`src/smp_pkg.sv`:
```
package smp_pkg;
  // Register word byte addresses on the Wishbone bus
  localparam logic [3:0] ADDR_CTRL = 4'h0;
  localparam logic [3:0] ADDR_CSR = 4'h4;
  localparam logic [3:0] ADDR_DATA = 4'h8;
  // Control register fields
  localparam int CTRL_IRQ_EN = 7;
  localparam int CTRL_PORT_EN = 6;
  localparam int CTRL_MASTER = 4;
  localparam int CTRL_CPOL = 3;
  localparam int CTRL_CPHA = 2;
  localparam int CTRL_DIV_HI = 1;
  localparam int CTRL_DIV_LO = 0;
  localparam logic [7:0] CTRL_RESET = 8'h00;
  // Control-status register fields
  localparam int CSR_DONE = 7;
  localparam int CSR_WRITE_COLLISION_FLAG = 6;
  localparam int CSR_OVR = 5;
  localparam int CSR_MODE_FAULT_FLAG = 4;
  // Serial clock half-period reload counts, indexed by divider field; each half lasts count plus one system clocks
  localparam logic [7:0] HALF_DIV0 = 8'h01;
  localparam logic [7:0] HALF_DIV1 = 8'h02;
  localparam logic [7:0] HALF_DIV2 = 8'h04;
  localparam logic [7:0] HALF_DIV3 = 8'h08;
  localparam int BYTE_BITS = 8;
endpackage : smp_pkg

```
`src/smp_sync.sv`:
```
`timescale 1ns/10ps
// Two-flop synchroniser for a group of pin levels
module smp_sync
  #(parameter int WIDTH = 3)
  (
  input wire logic clk_sys,
  input wire logic rst_b,
  input wire logic [WIDTH-1:0] async_in,
  output logic [WIDTH-1:0] sync_out
  );

  logic [WIDTH-1:0] meta_reg;

  // First stage is read only by the second stage
  always_ff @(posedge clk_sys or negedge rst_b)
  begin
    if (!rst_b)
    begin
      meta_reg <= '0;
      sync_out <= '0;
    end
    else
    begin
      meta_reg <= async_in;
      sync_out <= meta_reg;
    end
  end
endmodule : smp_sync

```
`src/smp_spi.sv`:
```
`timescale 1ns/10ps
// Functional notes
// - Master: data write loads shift register, bits leave on MOSI MSB first
// - Done flag set at byte end; interrupt when enabled and CPU mask clear
// - Master: done clears by status access while set, then data read
// - Data writes ignored while done set until status register is accessed
// - Slave takes its serial clock from the SCK pin
// - Slave uses same polarity and phase as its master
// - Slave runs once master select cleared and port enable set
// - Slave: written byte shifts out MISO MSB first on master clock
// - Slave: done clears by status access while set, then data read or write
// - Master with select pin low sets mode fault and may interrupt
// - Mode fault clears port enable and master select
// - Mode fault clears by status read while set, then control write
// - While mode fault set, enable and master bits cannot be set
// - Slave never sets mode fault; an old one may stay set
// - Byte arriving while done still set raises overrun, may interrupt
// - After overrun the buffer keeps the first byte; later bytes dropped
// - Overrun clears on a status register read
// - Data write during a transfer is dropped and sets write collision
// - Write collision raises no interrupt
// - Received bytes go to a CPU-synchronous buffer
module smp_spi
  (
  input wire logic clk_sys,
  input wire logic rst_b,
  input wire logic wb_cyc_i,
  input wire logic wb_stb_i,
  input wire logic wb_we_i,
  input wire logic [3:0] wb_adr_i,
  input wire logic [3:0] wb_sel_i,
  input wire logic [31:0] wb_dat_i,
  output logic [31:0] wb_dat_o,
  output logic wb_ack_o,
  output logic wb_err_o,
  input wire logic cpu_irq_mask,
  output logic irq_req,
  input wire logic sck_i,
  output logic sck_o,
  output logic sck_oe,
  input wire logic mosi_i,
  output logic mosi_o,
  output logic mosi_oe,
  input wire logic miso_i,
  output logic miso_o,
  output logic miso_oe,
  input wire logic ss_b_i
  );

  typedef enum logic [1:0] {SMP_IDLE, SMP_LEAD, SMP_TRAIL} smp_state_e;

  logic [7:0] ctrl_reg;
  logic done_reg, write_collision_flag_reg, ovr_reg, mode_fault_flag_reg;
  logic done_armed_reg, write_collision_flag_armed_reg, mode_fault_flag_armed_reg;
  logic [7:0] shift_reg;
  logic [7:0] rx_buf_reg;
  logic [3:0] bit_cnt_reg;
  logic [7:0] div_cnt_reg;
  smp_state_e state_reg;
  logic sck_q_reg;
  logic sample_bit_reg;
  logic busy_reg;
  logic [2:0] pins_sync;
  logic sck_s, mosi_s, miso_s, ss_b_s;

  logic port_en, master, cpol, cpha;
  assign port_en = ctrl_reg[smp_pkg::CTRL_PORT_EN];
  assign master = ctrl_reg[smp_pkg::CTRL_MASTER];
  assign cpol = ctrl_reg[smp_pkg::CTRL_CPOL];
  assign cpha = ctrl_reg[smp_pkg::CTRL_CPHA];

  // Pin levels cross into the system clock before any logic reads them
  smp_sync #(.WIDTH(3)) u_sync
  (
    .clk_sys(clk_sys),
    .rst_b(rst_b),
    .async_in({sck_i, mosi_i, miso_i}),
    .sync_out(pins_sync)
  );
  assign sck_s = pins_sync[2];
  assign mosi_s = pins_sync[1];
  assign miso_s = pins_sync[0];

  // Select pin gets its own two-flop stage
  logic ss_meta_reg, ss_sync_reg;
  always_ff @(posedge clk_sys or negedge rst_b)
  begin
    if (!rst_b)
    begin
      ss_meta_reg <= 1'b1;
      ss_sync_reg <= 1'b1;
    end
    else
    begin
      ss_meta_reg <= ss_b_i;
      ss_sync_reg <= ss_meta_reg;
    end
  end
  assign ss_b_s = ss_sync_reg;

  // Bus decode; ack is one cycle and never back to back
  logic bus_req, wr_ctrl, wr_data, rd_csr, rd_data, acc_csr, hit;
  assign bus_req = wb_cyc_i && wb_stb_i && !wb_ack_o && !wb_err_o;
  always_comb
  begin
    hit = 1'b1;
    if (wb_adr_i == smp_pkg::ADDR_CTRL)
      hit = 1'b1;
    else if (wb_adr_i == smp_pkg::ADDR_CSR)
      hit = 1'b1;
    else if (wb_adr_i == smp_pkg::ADDR_DATA)
      hit = 1'b1;
    else
      hit = 1'b0;
  end
  assign wr_ctrl = bus_req && wb_we_i && wb_sel_i[0] && wb_adr_i == smp_pkg::ADDR_CTRL;
  assign wr_data = bus_req && wb_we_i && wb_sel_i[0] && wb_adr_i == smp_pkg::ADDR_DATA;
  assign rd_csr = bus_req && !wb_we_i && wb_adr_i == smp_pkg::ADDR_CSR;
  assign rd_data = bus_req && !wb_we_i && wb_adr_i == smp_pkg::ADDR_DATA;
  assign acc_csr = bus_req && wb_adr_i == smp_pkg::ADDR_CSR;

  // Master-side edge timing from the divider
  logic [7:0] half_cnt;
  always_comb
  begin
    case (ctrl_reg[smp_pkg::CTRL_DIV_HI:smp_pkg::CTRL_DIV_LO])
      2'b00: half_cnt = smp_pkg::HALF_DIV0;
      2'b01: half_cnt = smp_pkg::HALF_DIV1;
      2'b10: half_cnt = smp_pkg::HALF_DIV2;
      default: half_cnt = smp_pkg::HALF_DIV3;
    endcase
  end

  // Slave-side edges of the synchronised SCK; leading edge leaves the idle level
  logic slv_active, slv_lead, slv_trail, m_tick, lead_edge, trail_edge;
  assign slv_active = port_en && !master && !ss_b_s;
  assign slv_lead = slv_active && (sck_s != sck_q_reg) && (sck_q_reg == cpol);
  assign slv_trail = slv_active && (sck_s != sck_q_reg) && (sck_q_reg != cpol);
  assign m_tick = port_en && master && busy_reg && (div_cnt_reg == 8'h00);
  assign lead_edge = master ? (m_tick && state_reg != SMP_LEAD) : slv_lead;
  assign trail_edge = master ? (m_tick && state_reg == SMP_LEAD) : slv_trail;

  // Phase 0 samples on the leading edge, phase 1 on the trailing edge
  logic do_sample, do_shift, byte_end;
  assign do_sample = cpha ? trail_edge : lead_edge;
  assign do_shift = cpha ? lead_edge && bit_cnt_reg != 4'h0 : trail_edge;
  assign byte_end = trail_edge && bit_cnt_reg == 4'h7;

  // Write is accepted only when idle and the done flag is not pending
  logic wr_block, wr_take, wr_coll;
  assign wr_block = done_reg && !done_armed_reg;
  assign wr_coll = wr_data && busy_reg;
  assign wr_take = wr_data && !busy_reg && !wr_block;

  // Slave busy from first clock edge; select high resets it in either phase
  always_ff @(posedge clk_sys or negedge rst_b)
  begin
    if (!rst_b)
      sck_q_reg <= 1'b0;
    else
      sck_q_reg <= sck_s;
  end

  // Transfer engine: shift register, bit counter and master clock generator
  always_ff @(posedge clk_sys or negedge rst_b)
  begin
    if (!rst_b)
    begin
      shift_reg <= 8'h00;
      bit_cnt_reg <= 4'h0;
      div_cnt_reg <= 8'h00;
      state_reg <= SMP_IDLE;
      sample_bit_reg <= 1'b0;
      busy_reg <= 1'b0;
    end
    else if (!port_en || (!master && ss_b_s))
    begin
      // A dropped select aborts any half-shifted slave byte
      state_reg <= SMP_IDLE;
      bit_cnt_reg <= 4'h0;
      busy_reg <= 1'b0;
      if (wr_take)
        shift_reg <= wb_dat_i[7:0];
    end
    else
    begin
      if (wr_take)
      begin
        shift_reg <= wb_dat_i[7:0];
        busy_reg <= master;
        div_cnt_reg <= half_cnt;
      end
      else if (!master && lead_edge)
        busy_reg <= 1'b1;
      if (m_tick)
        div_cnt_reg <= half_cnt;
      else if (master && busy_reg && div_cnt_reg != 8'h00)
        div_cnt_reg <= div_cnt_reg - 8'h01;
      if (lead_edge)
        state_reg <= SMP_LEAD;
      if (do_sample)
        sample_bit_reg <= master ? miso_s : mosi_s;
      if (do_shift)
        shift_reg <= {shift_reg[6:0], sample_bit_reg};
      if (trail_edge)
      begin
        state_reg <= SMP_TRAIL;
        bit_cnt_reg <= byte_end ? 4'h0 : bit_cnt_reg + 4'h1;
      end
      if (byte_end)
      begin
        // Last bit lands here so the shift register holds the full byte
        if (cpha)
          shift_reg <= {shift_reg[6:0], (master ? miso_s : mosi_s)};
        state_reg <= SMP_IDLE;
        busy_reg <= 1'b0;
      end
    end
  end

  // Full received byte; at byte end the last bit has not reached the shift register yet
  logic [7:0] rx_byte;
  assign rx_byte = {shift_reg[6:0], (cpha ? (master ? miso_s : mosi_s) : sample_bit_reg)};

  // Receive buffer holds the first byte after a clear; later ones are lost
  always_ff @(posedge clk_sys or negedge rst_b)
  begin
    if (!rst_b)
      rx_buf_reg <= 8'h00;
    else if (byte_end && !done_reg)
      rx_buf_reg <= rx_byte;
  end

  // Done flag: set wins over the clear sequence
  logic done_clr;
  assign done_clr = done_armed_reg && (rd_data || (wr_data && !master));
  always_ff @(posedge clk_sys or negedge rst_b)
  begin
    if (!rst_b)
    begin
      done_reg <= 1'b0;
      done_armed_reg <= 1'b0;
    end
    else
    begin
      if (byte_end)
        done_reg <= 1'b1;
      else if (done_clr)
        done_reg <= 1'b0;
      if (byte_end || done_clr)
        done_armed_reg <= 1'b0;
      else if (acc_csr && done_reg)
        done_armed_reg <= 1'b1;
    end
  end

  // Overrun on a byte while done still set; status read clears it
  always_ff @(posedge clk_sys or negedge rst_b)
  begin
    if (!rst_b)
      ovr_reg <= 1'b0;
    else if (byte_end && done_reg)
      ovr_reg <= 1'b1;
    else if (rd_csr)
      ovr_reg <= 1'b0;
  end

  // Write collision: status only, cleared by status read then data read
  always_ff @(posedge clk_sys or negedge rst_b)
  begin
    if (!rst_b)
    begin
      write_collision_flag_reg <= 1'b0;
      write_collision_flag_armed_reg <= 1'b0;
    end
    else
    begin
      if (wr_coll)
        write_collision_flag_reg <= 1'b1;
      else if (write_collision_flag_armed_reg && rd_data)
        write_collision_flag_reg <= 1'b0;
      if (wr_coll || rd_data)
        write_collision_flag_armed_reg <= 1'b0;
      else if (rd_csr && write_collision_flag_reg)
        write_collision_flag_armed_reg <= 1'b1;
    end
  end

  // Mode fault only while master; the slave never raises it
  logic mode_fault_flag_event, mode_fault_flag_clr;
  assign mode_fault_flag_event = port_en && master && !ss_b_s;
  assign mode_fault_flag_clr = mode_fault_flag_armed_reg && wr_ctrl;
  always_ff @(posedge clk_sys or negedge rst_b)
  begin
    if (!rst_b)
    begin
      mode_fault_flag_reg <= 1'b0;
      mode_fault_flag_armed_reg <= 1'b0;
    end
    else
    begin
      if (mode_fault_flag_event)
        mode_fault_flag_reg <= 1'b1;
      else if (mode_fault_flag_clr)
        mode_fault_flag_reg <= 1'b0;
      if (mode_fault_flag_event || mode_fault_flag_clr)
        mode_fault_flag_armed_reg <= 1'b0;
      else if (rd_csr && mode_fault_flag_reg)
        mode_fault_flag_armed_reg <= 1'b1;
    end
  end

  // Control register; a fault drops enable and master and blocks their setting
  always_ff @(posedge clk_sys or negedge rst_b)
  begin
    if (!rst_b)
      ctrl_reg <= smp_pkg::CTRL_RESET;
    else
    begin
      if (wr_ctrl)
      begin
        ctrl_reg <= wb_dat_i[7:0];
        if (mode_fault_flag_reg && !mode_fault_flag_armed_reg)
        begin
          ctrl_reg[smp_pkg::CTRL_PORT_EN] <= 1'b0;
          ctrl_reg[smp_pkg::CTRL_MASTER] <= 1'b0;
        end
      end
      if (mode_fault_flag_event)
      begin
        ctrl_reg[smp_pkg::CTRL_PORT_EN] <= 1'b0;
        ctrl_reg[smp_pkg::CTRL_MASTER] <= 1'b0;
      end
    end
  end

  // Interrupt from done, fault or overrun; collision is left out on purpose
  always_ff @(posedge clk_sys or negedge rst_b)
  begin
    if (!rst_b)
      irq_req <= 1'b0;
    else
      irq_req <= ctrl_reg[smp_pkg::CTRL_IRQ_EN] && !cpu_irq_mask
        && (done_reg || mode_fault_flag_reg || ovr_reg);
  end

  // Bus answer: ack one cycle after the request, err on unmapped words
  always_ff @(posedge clk_sys or negedge rst_b)
  begin
    if (!rst_b)
    begin
      wb_ack_o <= 1'b0;
      wb_err_o <= 1'b0;
      wb_dat_o <= 32'h00000000;
    end
    else
    begin
      wb_ack_o <= bus_req && hit;
      wb_err_o <= bus_req && !hit;
      wb_dat_o <= 32'h00000000;
      if (bus_req && !wb_we_i)
      begin
        if (wb_adr_i == smp_pkg::ADDR_CTRL)
          wb_dat_o[7:0] <= ctrl_reg;
        else if (wb_adr_i == smp_pkg::ADDR_CSR)
          wb_dat_o[7:0] <= {done_reg, write_collision_flag_reg, ovr_reg, mode_fault_flag_reg, 4'h0};
        else if (wb_adr_i == smp_pkg::ADDR_DATA)
          wb_dat_o[7:0] <= rx_buf_reg;
      end
    end
  end

  // Pin drivers; nothing drives while the port is disabled
  always_ff @(posedge clk_sys or negedge rst_b)
  begin
    if (!rst_b)
    begin
      sck_o <= 1'b0;
      sck_oe <= 1'b0;
      mosi_o <= 1'b0;
      mosi_oe <= 1'b0;
      miso_o <= 1'b0;
      miso_oe <= 1'b0;
    end
    else
    begin
      sck_oe <= port_en && master;
      mosi_oe <= port_en && master;
      miso_oe <= slv_active;
      sck_o <= (state_reg == SMP_LEAD) ? !cpol : cpol;
      mosi_o <= shift_reg[7];
      miso_o <= shift_reg[7];
    end
  end
endmodule : smp_spi

```
`config.mk`:
```
export PLATFORM = sky130hd
export DESIGN_NAME = smp_spi
export DESIGN_NICKNAME = d
export VERILOG_FILES = /design/src/smp_pkg.sv /design/src/smp_sync.sv /design/src/smp_spi.sv
export SDC_FILE = /design/constraint.sdc
export NUM_CORES = 1
export LEC_CHECK = 0
export ABC_AREA = 0
export ABC_CLOCK_PERIOD_IN_PS = 3100
export BUFFER_PORTS_ARGS = -buffer_cell sky130_fd_sc_hd__buf_2
export CORE_MARGIN = 2
export CORE_UTILIZATION = 45
export CTS_BUF_LIST = sky130_fd_sc_hd__clkbuf_16
export DETAILED_ROUTE_END_ITERATION = 16
export PLACE_DENSITY_LB_ADDON = 0.25
export SYNTH_ARGS = -nofsm -noshare
export SYNTH_HDL_FRONTEND = slang
export SYNTH_SLANG_ARGS = --single-unit
```
`constraint.sdc`:
```
create_clock -name clk_sys -period 3.1 [get_ports clk_sys]
set_input_delay 0.465 -clock clk_sys [delete_from_list [all_inputs] [get_ports clk_sys]]
set_output_delay 0.465 -clock clk_sys [all_outputs]
set_load 0.005 [all_outputs]
```
* After elaboration in Yosys (flattened, before gate mapping)
Cells that the tools add are included.
** Storage, ports and cells
- Flip-flop bits (word level) :: 71
- Logic and storage cells :: 181
- Output and inout bits :: 41
- Input port bits :: 50
** Operators by class
- Add/subtract/negate cells :: 2
- Equality and inequality tests :: 10
- Mux-type cells :: 53
- Bitwise operators :: 1
- Reductions and logical operators :: 86
** Operators by type and width (count)
- 8-bit 2-to-1 mux :: 12
- 1-bit logical AND :: 46
- 1-bit 2-to-1 mux :: 32
- 2-bit nonzero test :: 9
- 1-bit zero test :: 14
- 4-bit 2-to-1 mux :: 3
- 4-bit one-hot mux with 3 select lines :: 1
- 4-bit nonzero test :: 3
- 4-bit by 3-bit == test with 1-bit output (second input constant) :: 2
- 8-bit zero test :: 1
- 2-bit 2-to-1 mux :: 4
- 8-bit nonzero test :: 1
- 8-bit by 1-bit subtractor with 8-bit output (second input constant) :: 1
- 1-bit logical OR :: 7
- 7-bit 2-to-1 mux :: 1
- 4-bit by 1-bit adder with 4-bit output (second input constant) :: 1
- 2-bit by 1-bit == test with 1-bit output (second input constant) :: 2
- 4-bit == test (second input constant) :: 1
- 4-bit zero test :: 1
- 2-bit AND reduction :: 2
- 3-bit nonzero test :: 1
- 2-bit == test (second input constant) :: 1
- 2-bit zero test :: 1
- 1-bit != test :: 2
- 3 further kinds :: 3

* Depth between registers and ports, before layout
Gate-level depths: netlist of run 1.
- Depth in word-level cells :: 13
- Gate-level depth with buffers :: 9
- Depth with buffers taken out :: 7

* By module
Synthesis of run 1 repeated with hierarchy kept, for this count alone.
** Unflattened totals
- Cell total of the unflattened synthesis :: 322
- Area, all modules :: 3520.9 um^2
** By module, submodules not included
- smp_spi :: area an instance 3370.7 um^2, cells each 316, times used 1
- smp_sync :: area an instance 150.1 um^2, cells each 6, times used 1

* Least setup slack after synthesis of run 1
Ideal clock, no wire load.
- Kind :: register -> register
- Start :: reg div_cnt_reg[0]
- End :: reg shift_reg[1]
- Arrival :: 2.254 ns
- Stages on the path, launching flop included :: 10
- Path buffers :: 2
- Required time :: 2.975 ns
- Slack :: 0.721 ns
- Library setup time :: 0.125 ns
- Cell sequence :: dfrtp_1 inv_1 ha_1 or3b_2 nor4_4 or2_1 clkbuf_2 a32o_1 buf_4 mux2_2
** Between the ends
- Longest elaborated chain between the ends :: 10
** RTL lines
- from (decl) :: RTL line smp_spi.sv:58 : logic [7:0] div_cnt_reg;
- from (signal assigned) :: RTL line smp_spi.sv:191 : div_cnt_reg <= half_cnt;
- from (signal assigned) :: RTL line smp_spi.sv:196 : div_cnt_reg <= half_cnt;
- from (signal assigned) :: RTL line smp_spi.sv:198 : div_cnt_reg <= div_cnt_reg - 8'h01;
- 8-bit zero test * :: RTL line smp_spi.sv:139 : assign m_tick = port_en && master && busy_reg && (div_cnt_reg == 8'h00);
- 1-bit logical AND * :: RTL line smp_spi.sv:139
- 1-bit logical AND :: RTL line smp_spi.sv:140 : assign lead_edge = master ? (m_tick && state_reg != SMP_LEAD) : slv_lead;
- 1-bit 2-to-1 mux :: RTL line smp_spi.sv:140
- 1-bit logical AND :: RTL line smp_spi.sv:146 : assign do_shift = cpha ? lead_edge && bit_cnt_reg != 4'h0 : trail_edge;
- 1-bit 2-to-1 mux :: RTL line smp_spi.sv:146
- 8-bit 2-to-1 mux :: RTL line smp_spi.sv:203 : if (do_shift)
- 8-bit 2-to-1 mux :: RTL line smp_spi.sv:213 : if (cpha)
- 8-bit 2-to-1 mux * :: RTL line smp_spi.sv:210 : if (byte_end)
- 8-bit 2-to-1 mux * :: RTL line smp_spi.sv:176 : else if (!port_en || (!master && ss_b_s))
- to (signal assigned) :: RTL line smp_spi.sv:183 : shift_reg <= wb_dat_i[7:0];
- to (signal assigned) :: RTL line smp_spi.sv:204 : shift_reg <= {shift_reg[6:0], sample_bit_reg};
- to (signal assigned) :: RTL line smp_spi.sv:214 : shift_reg <= {shift_reg[6:0], (master ? miso_s : mosi_s)};
- to (decl) :: RTL line smp_spi.sv:55 : logic [7:0] shift_reg;
Mark *: on every way between the ends. The rest lies on a longest branch, timed or not.
A chain may end at the register's enable or synchronous reset.

* Worst setup path after layout of run 1
- Start :: reg div_cnt_reg[0]
- End :: reg shift_reg[4]
Same word-level chain as after synthesis.

==> results.md, run 1 <==
- Initial antenna violation count: 0
- Critical Path Start Type: flip-flop
- Vias: 2530
- CTS tree: built
- Net count, final: 423
- Start of the worst register-to-register path: div_cnt_reg[0]
- Maximum clock rate: 0.363 GHz
- Post_cts resized: 0
- FF/Latch Area: 1780 um2
- Clk_lat worst skew: 330 ps
- Dpl hpwl: 5350 um
- Peak supply drop: 0.426 mV
- Syn Inst Count: 322
- Most used routing layer: met2
- Port Buf Inserts: 39
- CTS Sinks: 71
- Chip Height: 92.4 um
- P_leak: 0.00196 uW
- RSZ-0062 raised after global routing: false
- Total global-route track usage: 18.7%
- Largest net degree at the start of global routing: 32
- Avg Cell Area, Syn: 10.9 um2
- Worst EP required: 3310 ps
- Post-CTS Setup Inserts: 0
- Crit path max fanout: 8
- Die width: 92.4 um
- Seq/Total Area, Yosys: 50.6%
- Grt total ovfl: 0
- Drt pass-1 iters: 4
- Num CTS Buffers: 9
- Slew at the pin with the worst max-slew slack: 732 ps
- Yosys synthesis warning count: 0
- Total negative setup slack: 0 ps
- Share of cells above drive strength 1: 28.1%
- Initial DRC Count: 132
- Residual DRC: 0
- Die Area: 8530 um2
- Initial core utilization: 45.9%
- # diodes: 0
- Most frequent cells in the layout: 69 x dfrtp_1, 39 x buf_2, 32 x mux2_2
- Area used by multi-input combinational logic: 1560 um2
- Rel. slew slack: 51.2%
- IO Count: 91
- Pwr/cell area: 511 nW/um2
- Mapped Area: 3510 um2
- Flop2flop setup slack: 350 ps
- Worst Skew: 7.25 ps
- Hold crit path type: in -> async
- Routed Antenna Nets: 0
- Vias in the first global route: 2445
- Distinct cells, synth: 54
- Area delta synth->final: 14.3%
- DR WL/cell: 15.5 um
- Met2 Use GR: 29.6%
- GPL Wtd Cong: 0.802
- Placed Area: 3750 um2
- Worst EP arrival: 2960 ps
- Crit Path Class: reg -> reg
- Cell Rows: 32
- Yosys top cell area share: 49.1%
- First-pass GRT wire length: 12200 um
- Final Critical Period: 2750 ps
- Finish-stage setup viols: 0
- Post-route cell area: 4020 um2
- Commonest non-fill, non-tap cell in the layout: dfrtp_1
- Synth area leaders: dfrtp_1 49%, mux2_2 10%, buf_4 5.8%
- Slew Viols, Final: 0
- Core area: 7650 um2
- RR Endpoint: shift_reg[4]
- EDFF count, synth: 0
- FF-to-FF path depth: 6
- Final critical-path share of the clock period: 88.8%
- Longest Clk Path Bufs: 2
- Final wirelength: 7380 um
- Fill cells: 690
- Root buffer cell: clkbuf_16
- Depth of the CTS H-tree: 3
- Met3 Track Usage GR: 5.37%
- Worst-path clk slew: 50 ps
- Final hold slack: 197 ps
- Status: finished, final reports clean
- Crit. End Element: flip-flop
- Endpoints failing hold: 0
- Grt met1 use: 25.0%
- # hold bufs at CTS: 0
- Seq cells post-synth: 71
- Cell taking the most area after synthesis: dfrtp_1
- Max-cap violations: 0
- Drt via density: 5.32
- Top FF cell, synth: dfrtp_1
- Synth async-reset ratio: 100%
==> cells in the mapped netlist, types with 3 or more instances <==
cell type	instances
dfrtp_1	69
ha_1	4
and2_1	5
o31ai_1	7
clkbuf_1	5
nand2_1	29
mux2_2	32
nand3_1	9
nor2_1	19
or4_1	3
mux2i_1	8
nand2b_1	5
a21o_1	3
nand3b_1	3
buf_4	27
a21oi_1	11
o21ai_0	13
nor3b_1	4
a211oi_1	4
nor3_1	7
or3b_2	3
inv_1	9
a21boi_0	3
==> how the worst max path moves through the flow <==
stage          slack (ps)      startpoint  cells after the start           end
2_1_floorplan         720  div_cnt_reg[0]                      9  shift_reg[1]
3_3_place_gp          380  div_cnt_reg[0]                      7  shift_reg[1]
3_5_place_dp          370  div_cnt_reg[0]                      7  shift_reg[1]
4_1_cts               360  div_cnt_reg[0]                      7  shift_reg[4]
5_1_grt               190  div_cnt_reg[0]                      7  shift_reg[6]
6_report              350  div_cnt_reg[0]                      6  shift_reg[4]
==> metrics by stage <==
step	cells	setup slack (ps)	utilization, %	total power, uW
floorplan	345	721	-	1110
global placement	460	380	49.1	1150
detailed placement	460	372	49.1	1160
CTS	476	358	52.5	2070
global route	476	187	52.5	2140
finish	476	348	52.5	2050
==> worst max-delay path: stages (launching register included) <==
cell and delay (ps):
dfrtp_1 410, inv_1 90, ha_1 160, or3b_2 520, o31ai_1 520, a32o_1 550, mux2_2 390
==> report_power, final <==
| group | total (uW) | switching [uW] | internal (uW) |
|---|---|---|---|
| Sequential | 994 | 30.4 | 964 |
| Combinational | 144 | 79.4 | 64.5 |
| Clock | 913 | 380 | 533 |
==> layout make-up <==
class                   count  area share, %
inverters                   9          0.841
repair buffers             47           6.36
clock inverters             7          0.997
multi-input cells         231           38.7
clock buffers               9           5.61
well taps                 102           3.18
flip-flops and latches     71           44.3
==> kinds of logic (layout without fill, tap and decap cells) <==
family                   Yosys count  after routing  synth area share, %
flip-flops                        71             71                 50.6
adder cells (fa/ha/maj)            4              4                 1.42
other                              1             24                0.107
XOR/XNOR                           1              1                0.249
AO/OA/AOI/OAI                     57             57                 10.7
AND/OR/NAND/NOR                  105            105                 16.8
multiplexers                      40             40                 12.5
buffers and inverters             43             72                 7.55
==> routing by layer <==
metal	up-vias	part of all wire, %
met1	1256	46
met5	-	0
met4	0	1.5
met3	10	4.8
li1	1194	-
met2	70	47
Note: power is estimated with default switching activity, not from simulation.
==> run 2, diff against run 1 <==
--- a/config.mk
+++ b/config.mk
@@ -12,7 +12,8 @@
 export CORE_UTILIZATION = 45
 export CTS_BUF_LIST = sky130_fd_sc_hd__clkbuf_16
 export DETAILED_ROUTE_END_ITERATION = 16
-export PLACE_DENSITY_LB_ADDON = 0.25
+export HOLD_SLACK_MARGIN = 0.03
+export PLACE_DENSITY = 0.81
 export SYNTH_ARGS = -nofsm -noshare
 export SYNTH_HDL_FRONTEND = slang
 export SYNTH_SLANG_ARGS = --single-unit
==> run 2 against run 1 <==
Fmax is 0.86% lower. Sequential cell count stayed put. Non-clock buffer count shrank 2. Global-route usage fell by 0.73 points. Setup slack lost 24 ps. Sequential share of layout area is 0.59 points lower. Total power up 9.5%. Highest routed layer unchanged. Clock power rose by 22%. Count of clock-buffer cells in the layout unchanged. Via count decreased by 0.43%. Largest power group is now clock. Sequential power is essentially flat. Clock skew is essentially flat.
==> results.md, run 2 (same netlist as run 1, synthesis figures left out) <==
- Maximum clock rate: 0.360 GHz (-0.86%)
- Placed Area: 3750 um2 (about the same)
- Vias in the first global route: 2415 (-1.2%)
- Slew Viols, Final: 0 (unchanged)
- Depth of the CTS H-tree: 3 (unchanged)
- Drt via density: 5.31 (about the same)
- Most used routing layer: met2
- IO Count: 91 (unchanged)
- CTS Sinks: 71 (unchanged)
- Met2 Use GR: 27.9% (-1.6 points)
- Worst EP required: 3320 ps (about the same)
- DP Cell Count: 458 (-0.43%)
- Vias: 2519 (-0.43%)
- Worst Skew: 7.60 ps (+0.344 ps)
- Initial antenna violation count: 0 (unchanged)
- Final wirelength: 7140 um (-3.2%)
- Core area: 7650 um2 (unchanged)
- Grt total ovfl: 0 (unchanged)
- Worst-path clk slew: 60 ps (about the same)
- Largest net degree at the start of global routing: 41 (+28%)
- Fin cells: 474 (-0.42%)
- Post-CTS Setup Inserts: 0 (unchanged)
- Post-route cell area: 4070 um2 (+1.3%)
- Status: finished, final reports clean
- RSZ-0062 raised after global routing: false
- Grt met1 use: 24.1% (-0.87 points)
- Slew at the pin with the worst max-slew slack: 816 ps (+84.5 ps)
- Drt pass-1 iters: 4 (unchanged)
- # diodes: 0 (unchanged)
- GPL Wtd Cong: 0.817 (+1.9%)
- Port Buf Inserts: 39 (unchanged)
- # hold bufs at CTS: 0 (unchanged)
- Share of cells above drive strength 1: 27.7% (-0.39 points)
- Post_cts resized: 0 (unchanged)
- Crit Path Class: reg -> reg
- Commonest non-fill, non-tap cell in the layout: dfrtp_1
- Finish-stage setup viols: 0 (unchanged)
- Crit path max fanout: 8 (unchanged)
- Chip Height: 92.4 um (unchanged)
- Flop2flop setup slack: 320 ps (-20 ps)
- Residual DRC: 0 (unchanged)
- DR WL/cell: 15.1 um (-2.8%)
- Dpl hpwl: 5030 um (-6.0%)
- Setup ws final: 324 ps (-23.9 ps)
- Initial DRC Count: 256 (+94%)
- CTS tree: built
- Critical Path Start Type: flip-flop
- Routed Antenna Nets: 0 (unchanged)
- Pre-CTS setup slack: 356 ps (-16.0 ps)
- Rel. slew slack: 45.1% (-6.1 points)
- Peak supply drop: 0.344 mV (-19%)
- Num CTS Buffers: 9 (unchanged)
- Clk_lat worst skew: 340 ps (about the same)
- Met3 Track Usage GR: 2.93% (-2.4 points)
- Root buffer cell: clkbuf_16
- Most frequent cells in the layout: 69 x dfrtp_1, 39 x buf_2, 32 x mux2_2
- Area delta synth->final: 15.8%
- Final critical-path share of the clock period: 89.6% (+0.77 points)
- Hold crit path type: in -> async
- Max-cap violations: 0 (unchanged)
- Die width: 92.4 um (unchanged)
- Total global-route track usage: 18.0% (-0.73 points)
- Crit. End Element: flip-flop
- Initial core utilization: 45.9% (unchanged)
- Cell Rows: 32 (unchanged)
- Longest Clk Path Bufs: 2 (unchanged)
- Worst EP arrival: 3000 ps (+40 ps)
- Total negative setup slack: 0 ps (unchanged)
- Die Area: 8530 um2 (unchanged)
- Final hold slack: 177 ps (-19.8 ps)
- First-pass GRT wire length: 11900 um (-2.7%)
- Final Critical Period: 2780 ps (+23.9 ps)
- Pwr/cell area: 552 nW/um2 (+8.1%)
- P_leak: 0.00197 uW (+0.60%)
- Net count, final: 421 (-0.47%)
- Endpoints failing hold: 0 (unchanged)
[run 2: cell type report]
type	count	area (um2)
fill	649	3580
inverter	9	33.8
tap	102	128
clock inverter	7	96.3
timing repair buffer	45	253
multi-input combinational	231	1560
sequential	71	1780
clock buffer	9	225
[run 2: final timing paths]
path | start | end | cells past startpoint
worst max-delay path | div_cnt_reg[0] | shift_reg[1] | 7
worst min-delay path | rst_b | u_sync.sync_out[1] | 1
worst max register to register | div_cnt_reg[0] | shift_reg[1] | 7
worst min register to register | u_sync.meta_reg[1] | u_sync.sync_out[1] | 0
max in group asynchronous | rst_b | wb_dat_o[6] | 2
min in group clk_sys | ss_b_i | ss_meta_reg | 1
[run 2: power by group]
| group | switching (uW) | internal [uW] | leakage, uW |
|---|---|---|---|
| sequential | 28.9 | 963 | 0.000954 |
| combinational | 79.5 | 64.7 | 0.000863 |
| clock | 405 | 705 | 0.000150 |
| total | 513 | 1730 | 0.00197 |
[run 2: stage by stage]
step | total power, uW | utilization, %
2_1_floorplan | 1110 | -
3_3_place_gp | 1150 | 49.0
3_5_place_dp | 1150 | 49.0
4_1_cts | 2250 | 53.2
5_1_grt | 2320 | 53.2
6_report | 2250 | 53.2
[run 2: per-layer routing]
metal / vias up / routed length [um]
met3: 11 / 469
met5: - / 0
met1: 1217 / 3100
li1: 1196 / -
met4: 0 / 153
met2: 95 / 3410
[run 2: worst max-delay path, cell delays in order (launching register included)]
cell and delay [ps]:
dfrtp_1 400, inv_1 90, ha_1 160, or3b_2 520, nor4_4 360, or2_1 290, a32o_1 460, mux2_2 390
==> run 3, diff against run 2 <==
--- a/config.mk
+++ b/config.mk
@@ -16,4 +16,5 @@
 export PLACE_DENSITY = 0.81
 export SYNTH_ARGS = -nofsm -noshare
 export SYNTH_HDL_FRONTEND = slang
+export SYNTH_HIERARCHICAL = 1
 export SYNTH_SLANG_ARGS = --single-unit
==> run 3 against run 2 <==
Final area fell by 0.28%. Clock skew fell by 1.5 ps. Register-to-register slack improved by 140 ps. Critical path depth did not move. Critical path type unchanged. First-iteration DRC count fell by 63%. Combinational power fell by 8%.
==> results.md, run 3 <==
- Status: finished, final reports clean
- Worst-path clk slew: 60 ps (about the same)
- Longest Clk Path Bufs: 2 (unchanged)
- Residual DRC: 0 (unchanged)
- GPL Wtd Cong: 0.786 (-3.7%)
- Top FF cell, synth: dfrtp_1
- Routed Antenna Nets: 0 (unchanged)
- Post_cts resized: 0 (unchanged)
- Initial antenna violation count: 0 (unchanged)
- Hold_sp: ss_b_i
- Root buffer cell: clkbuf_16
- First-pass GRT wire length: 11500 um (-3.7%)
- Seq/Total Area, Yosys: 50.5% (-0.11 points)
- Pwr/cell area: 542 nW/um2 (-1.9%)
- Drt via density: 5.26 (-0.94%)
- P_leak: 0.00195 uW (-0.85%)
- Final wirelength: 6830 um (-4.3%)
- Slowest-stage cell, CP: or3b_2
- Util after Layout: 53.1% (-0.15 points)
- Most frequent cell after synthesis: dfrtp_1
- Rel. slew slack: 43.2% (-1.9 points)
- Depth of the CTS H-tree: 3 (unchanged)
- Post-synth top cells: 69 x dfrtp_1, 28 x mux2_2, 27 x buf_4
- Worst EP arrival: 2860 ps (-140 ps)
- Cells along the critical path: inv_1 -> ha_1 -> or3b_2 -> nor4_4 -> nor2_4 -> o22ai_2 -> mux2_2
- Post-CTS Setup Inserts: 0 (unchanged)
- Yosys synthesis warning count: 6 (+6)
- Chip Height: 92.5 um (+0.10%)
- Final Critical Period: 2640 ps (-137 ps)
- Mux share of post-synthesis cell area: 11.5% (-1.0 points)
- # hold bufs at CTS: 0 (unchanged)
- Synth area leaders: dfrtp_1 49%, mux2_2 9.0%, buf_4 5.8%
- Clk_lat worst skew: 340 ps (about the same)
- Cell Rows: 32 (unchanged)
- Yosys top cell area share: 49.0% (-0.10 points)
- Vias in the first global route: 2418 (+0.12%)
- Total global-route track usage: 17.3% (-0.63 points)
- Num CTS Buffers: 9 (unchanged)
- Start of the worst register-to-register path: div_cnt_reg[0]
- EDFF count, synth: 0 (unchanged)
- Worst Skew: 6.07 ps (-1.53 ps)
- IO Count: 91 (unchanged)
- Fill cells: 673 (+3.7%)
- Slew at the pin with the worst max-slew slack: 852 ps (+35.1 ps)
- Largest family of logic cells by synthesized area: simple AND/OR/NAND/NOR gates
- Endpoints failing hold: 0 (unchanged)
- Distinct cells, synth: 54 (unchanged)
- Most frequent cells in the layout: 69 x dfrtp_1, 39 x buf_2, 28 x mux2_2
- Avg Cell Area, Syn: 10.9 um2 (+0.21%)
- Mapped Area: 3520 um2 (+0.21%)
- Synth async-reset ratio: 100% (unchanged)
- Maximum clock rate: 0.379 GHz (+5.2%)
- Die width: 92.5 um (+0.10%)
- Dpl hpwl: 4750 um (-5.7%)
- Critical path's largest stage delay: 490 ps (-30 ps)
- Area delta synth->final: 15.3%
- CTS Sinks: 71 (unchanged)
- Net count, final: 421 (unchanged)
- Crit Path Class: reg -> reg
- FF/Latch Area: 1780 um2 (unchanged)
- Cell taking the most area after synthesis: dfrtp_1
- Port Buf Inserts: 39 (unchanged)
- DR WL/cell: 14.4 um (-4.1%)
- Hold crit path type: in -> reg
- Placed Area: 3750 um2 (unchanged)
- Simple-gate share of the synthesized area: 16.3% (-0.43 points)
- Crit. End Element: flip-flop
- Core area: 7650 um2 (unchanged)
- Commonest non-fill, non-tap cell in the layout: dfrtp_1
- Initial DRC Count: 95 (-63%)
- Final critical-path share of the clock period: 85.2% (-4.4 points)
- Initial core utilization: 46.0% (+0.098 points)
- Xor and xnor area share after synthesis: 0.498% (+0.25 points)
- Complex-gate fraction of the synthesized area: 11.7% (+0.94 points)
- Total negative setup slack: 0 ps (unchanged)
- Peak supply drop: 0.435 mV (+26%)
- Finish-stage setup viols: 0 (unchanged)
- Critical Path Start Type: flip-flop
- Grt total ovfl: 0 (unchanged)
- CTS tree: built
- Syn Inst Count: 322 (unchanged)
- Share of cells above drive strength 1: 28.0% (+0.34 points)
- Die Area: 8550 um2 (+0.21%)
- Area used by multi-input combinational logic: 1550 um2 (-0.40%)
- Slew Viols, Final: 0 (unchanged)
- # diodes: 0 (unchanged)
- Vias: 2490 (-1.2%)
- Largest net degree at the start of global routing: 72 (+76%)
- Post-route cell area: 4060 um2 (-0.28%)
- Seq cells post-synth: 71 (unchanged)
- Worst EP required: 3320 ps (about the same)
- Max-cap violations: 0 (unchanged)
- Drt pass-1 iters: 4 (unchanged)
- Crit path max fanout: 10 (+2)
- RSZ-0062 raised after global routing: false
- Crit. Startpoint: div_cnt_reg[0]
- Area share of fa/ha/maj cells after synthesis: 1.42% (-0.0030 points)
==> run 3: cell count changes after synthesis, moves of 3 or more <==
cell / delta
a21oi_1: +3
o31ai_1: -6
nor2b_1: +4
mux2_2: -4
inv_1: +3
nand2_1: -4
a21boi_0: -3
o21ai_0: +6
==> run 3: path summary, 6_finish.rpt <==
| path | cells after the start | end | slack (ps) |
|---|---|---|---|
| min in group asynchronous | 2 | div_cnt_reg[2] | 330 |
| max reg2reg | 7 | shift_reg[1] | 460 |
| max | 7 | shift_reg[1] | 460 |
| min reg2reg | 0 | u_sync/sync_out[2] | 350 |
| max in group asynchronous | 2 | shift_reg[4] | 2230 |
| min | 1 | ss_meta_reg | 230 |
==> run 3: logic make-up after synthesis <==
| kind of cell | after synthesis |
|---|---|
| compound gates | 60 |
| xor+xnor | 2 |
| fa+ha+maj | 4 |
| buf+inv | 47 |
| flops | 71 |
| mux | 37 |
| other cells | 1 |
| simple gates | 100 |
==> run 3: metrics by stage <==
stage | std cells | hold slack [ps] | worst slack (ps) | total power, uW
final | 473 | 230 | 460 | 2200
after global routing | 473 | 228 | 297 | 2280
after CTS | 473 | 222 | 431 | 2220
after detailed placement | 458 | 337 | 385 | 1140
after global placement | 458 | 334 | 413 | 1130
after floorplan | 345 | 169 | 546 | 1100
==> run 3: cell type report <==
type	instances	area share, %
flip-flops and latches	71	43.8
multi-input cells	227	38.2
repair buffers	46	6.10
clock buffers	9	5.55
well taps	102	3.14
clock inverters	6	2.10
inverters	12	1.11
==> run 3: routing by layer <==
layer  wire (um)  track usage, %  part of all wire [%]
met2        3250            27.6                    48
met1        3100            22.8                    45
met5           0               0                     0
met3         359            4.23                   5.3
met4         121            7.09                   1.8
==> run 3: critical path: cells and delay by family (launching register included) <==
family	cells	cell delay, ps
simple gates	3	1050
fa+ha+maj	1	150
compound gates	1	440
mux	1	390
buf+inv	1	90
flops	1	400
==> run 3: power breakdown <==
part	internal [uW]	leakage [uW]	switching, uW
Sequential	960	0.000948	30.7
Combinational	55.4	0.000852	76.7
Clock	697	0.000149	378
Total	1710	0.00195	486
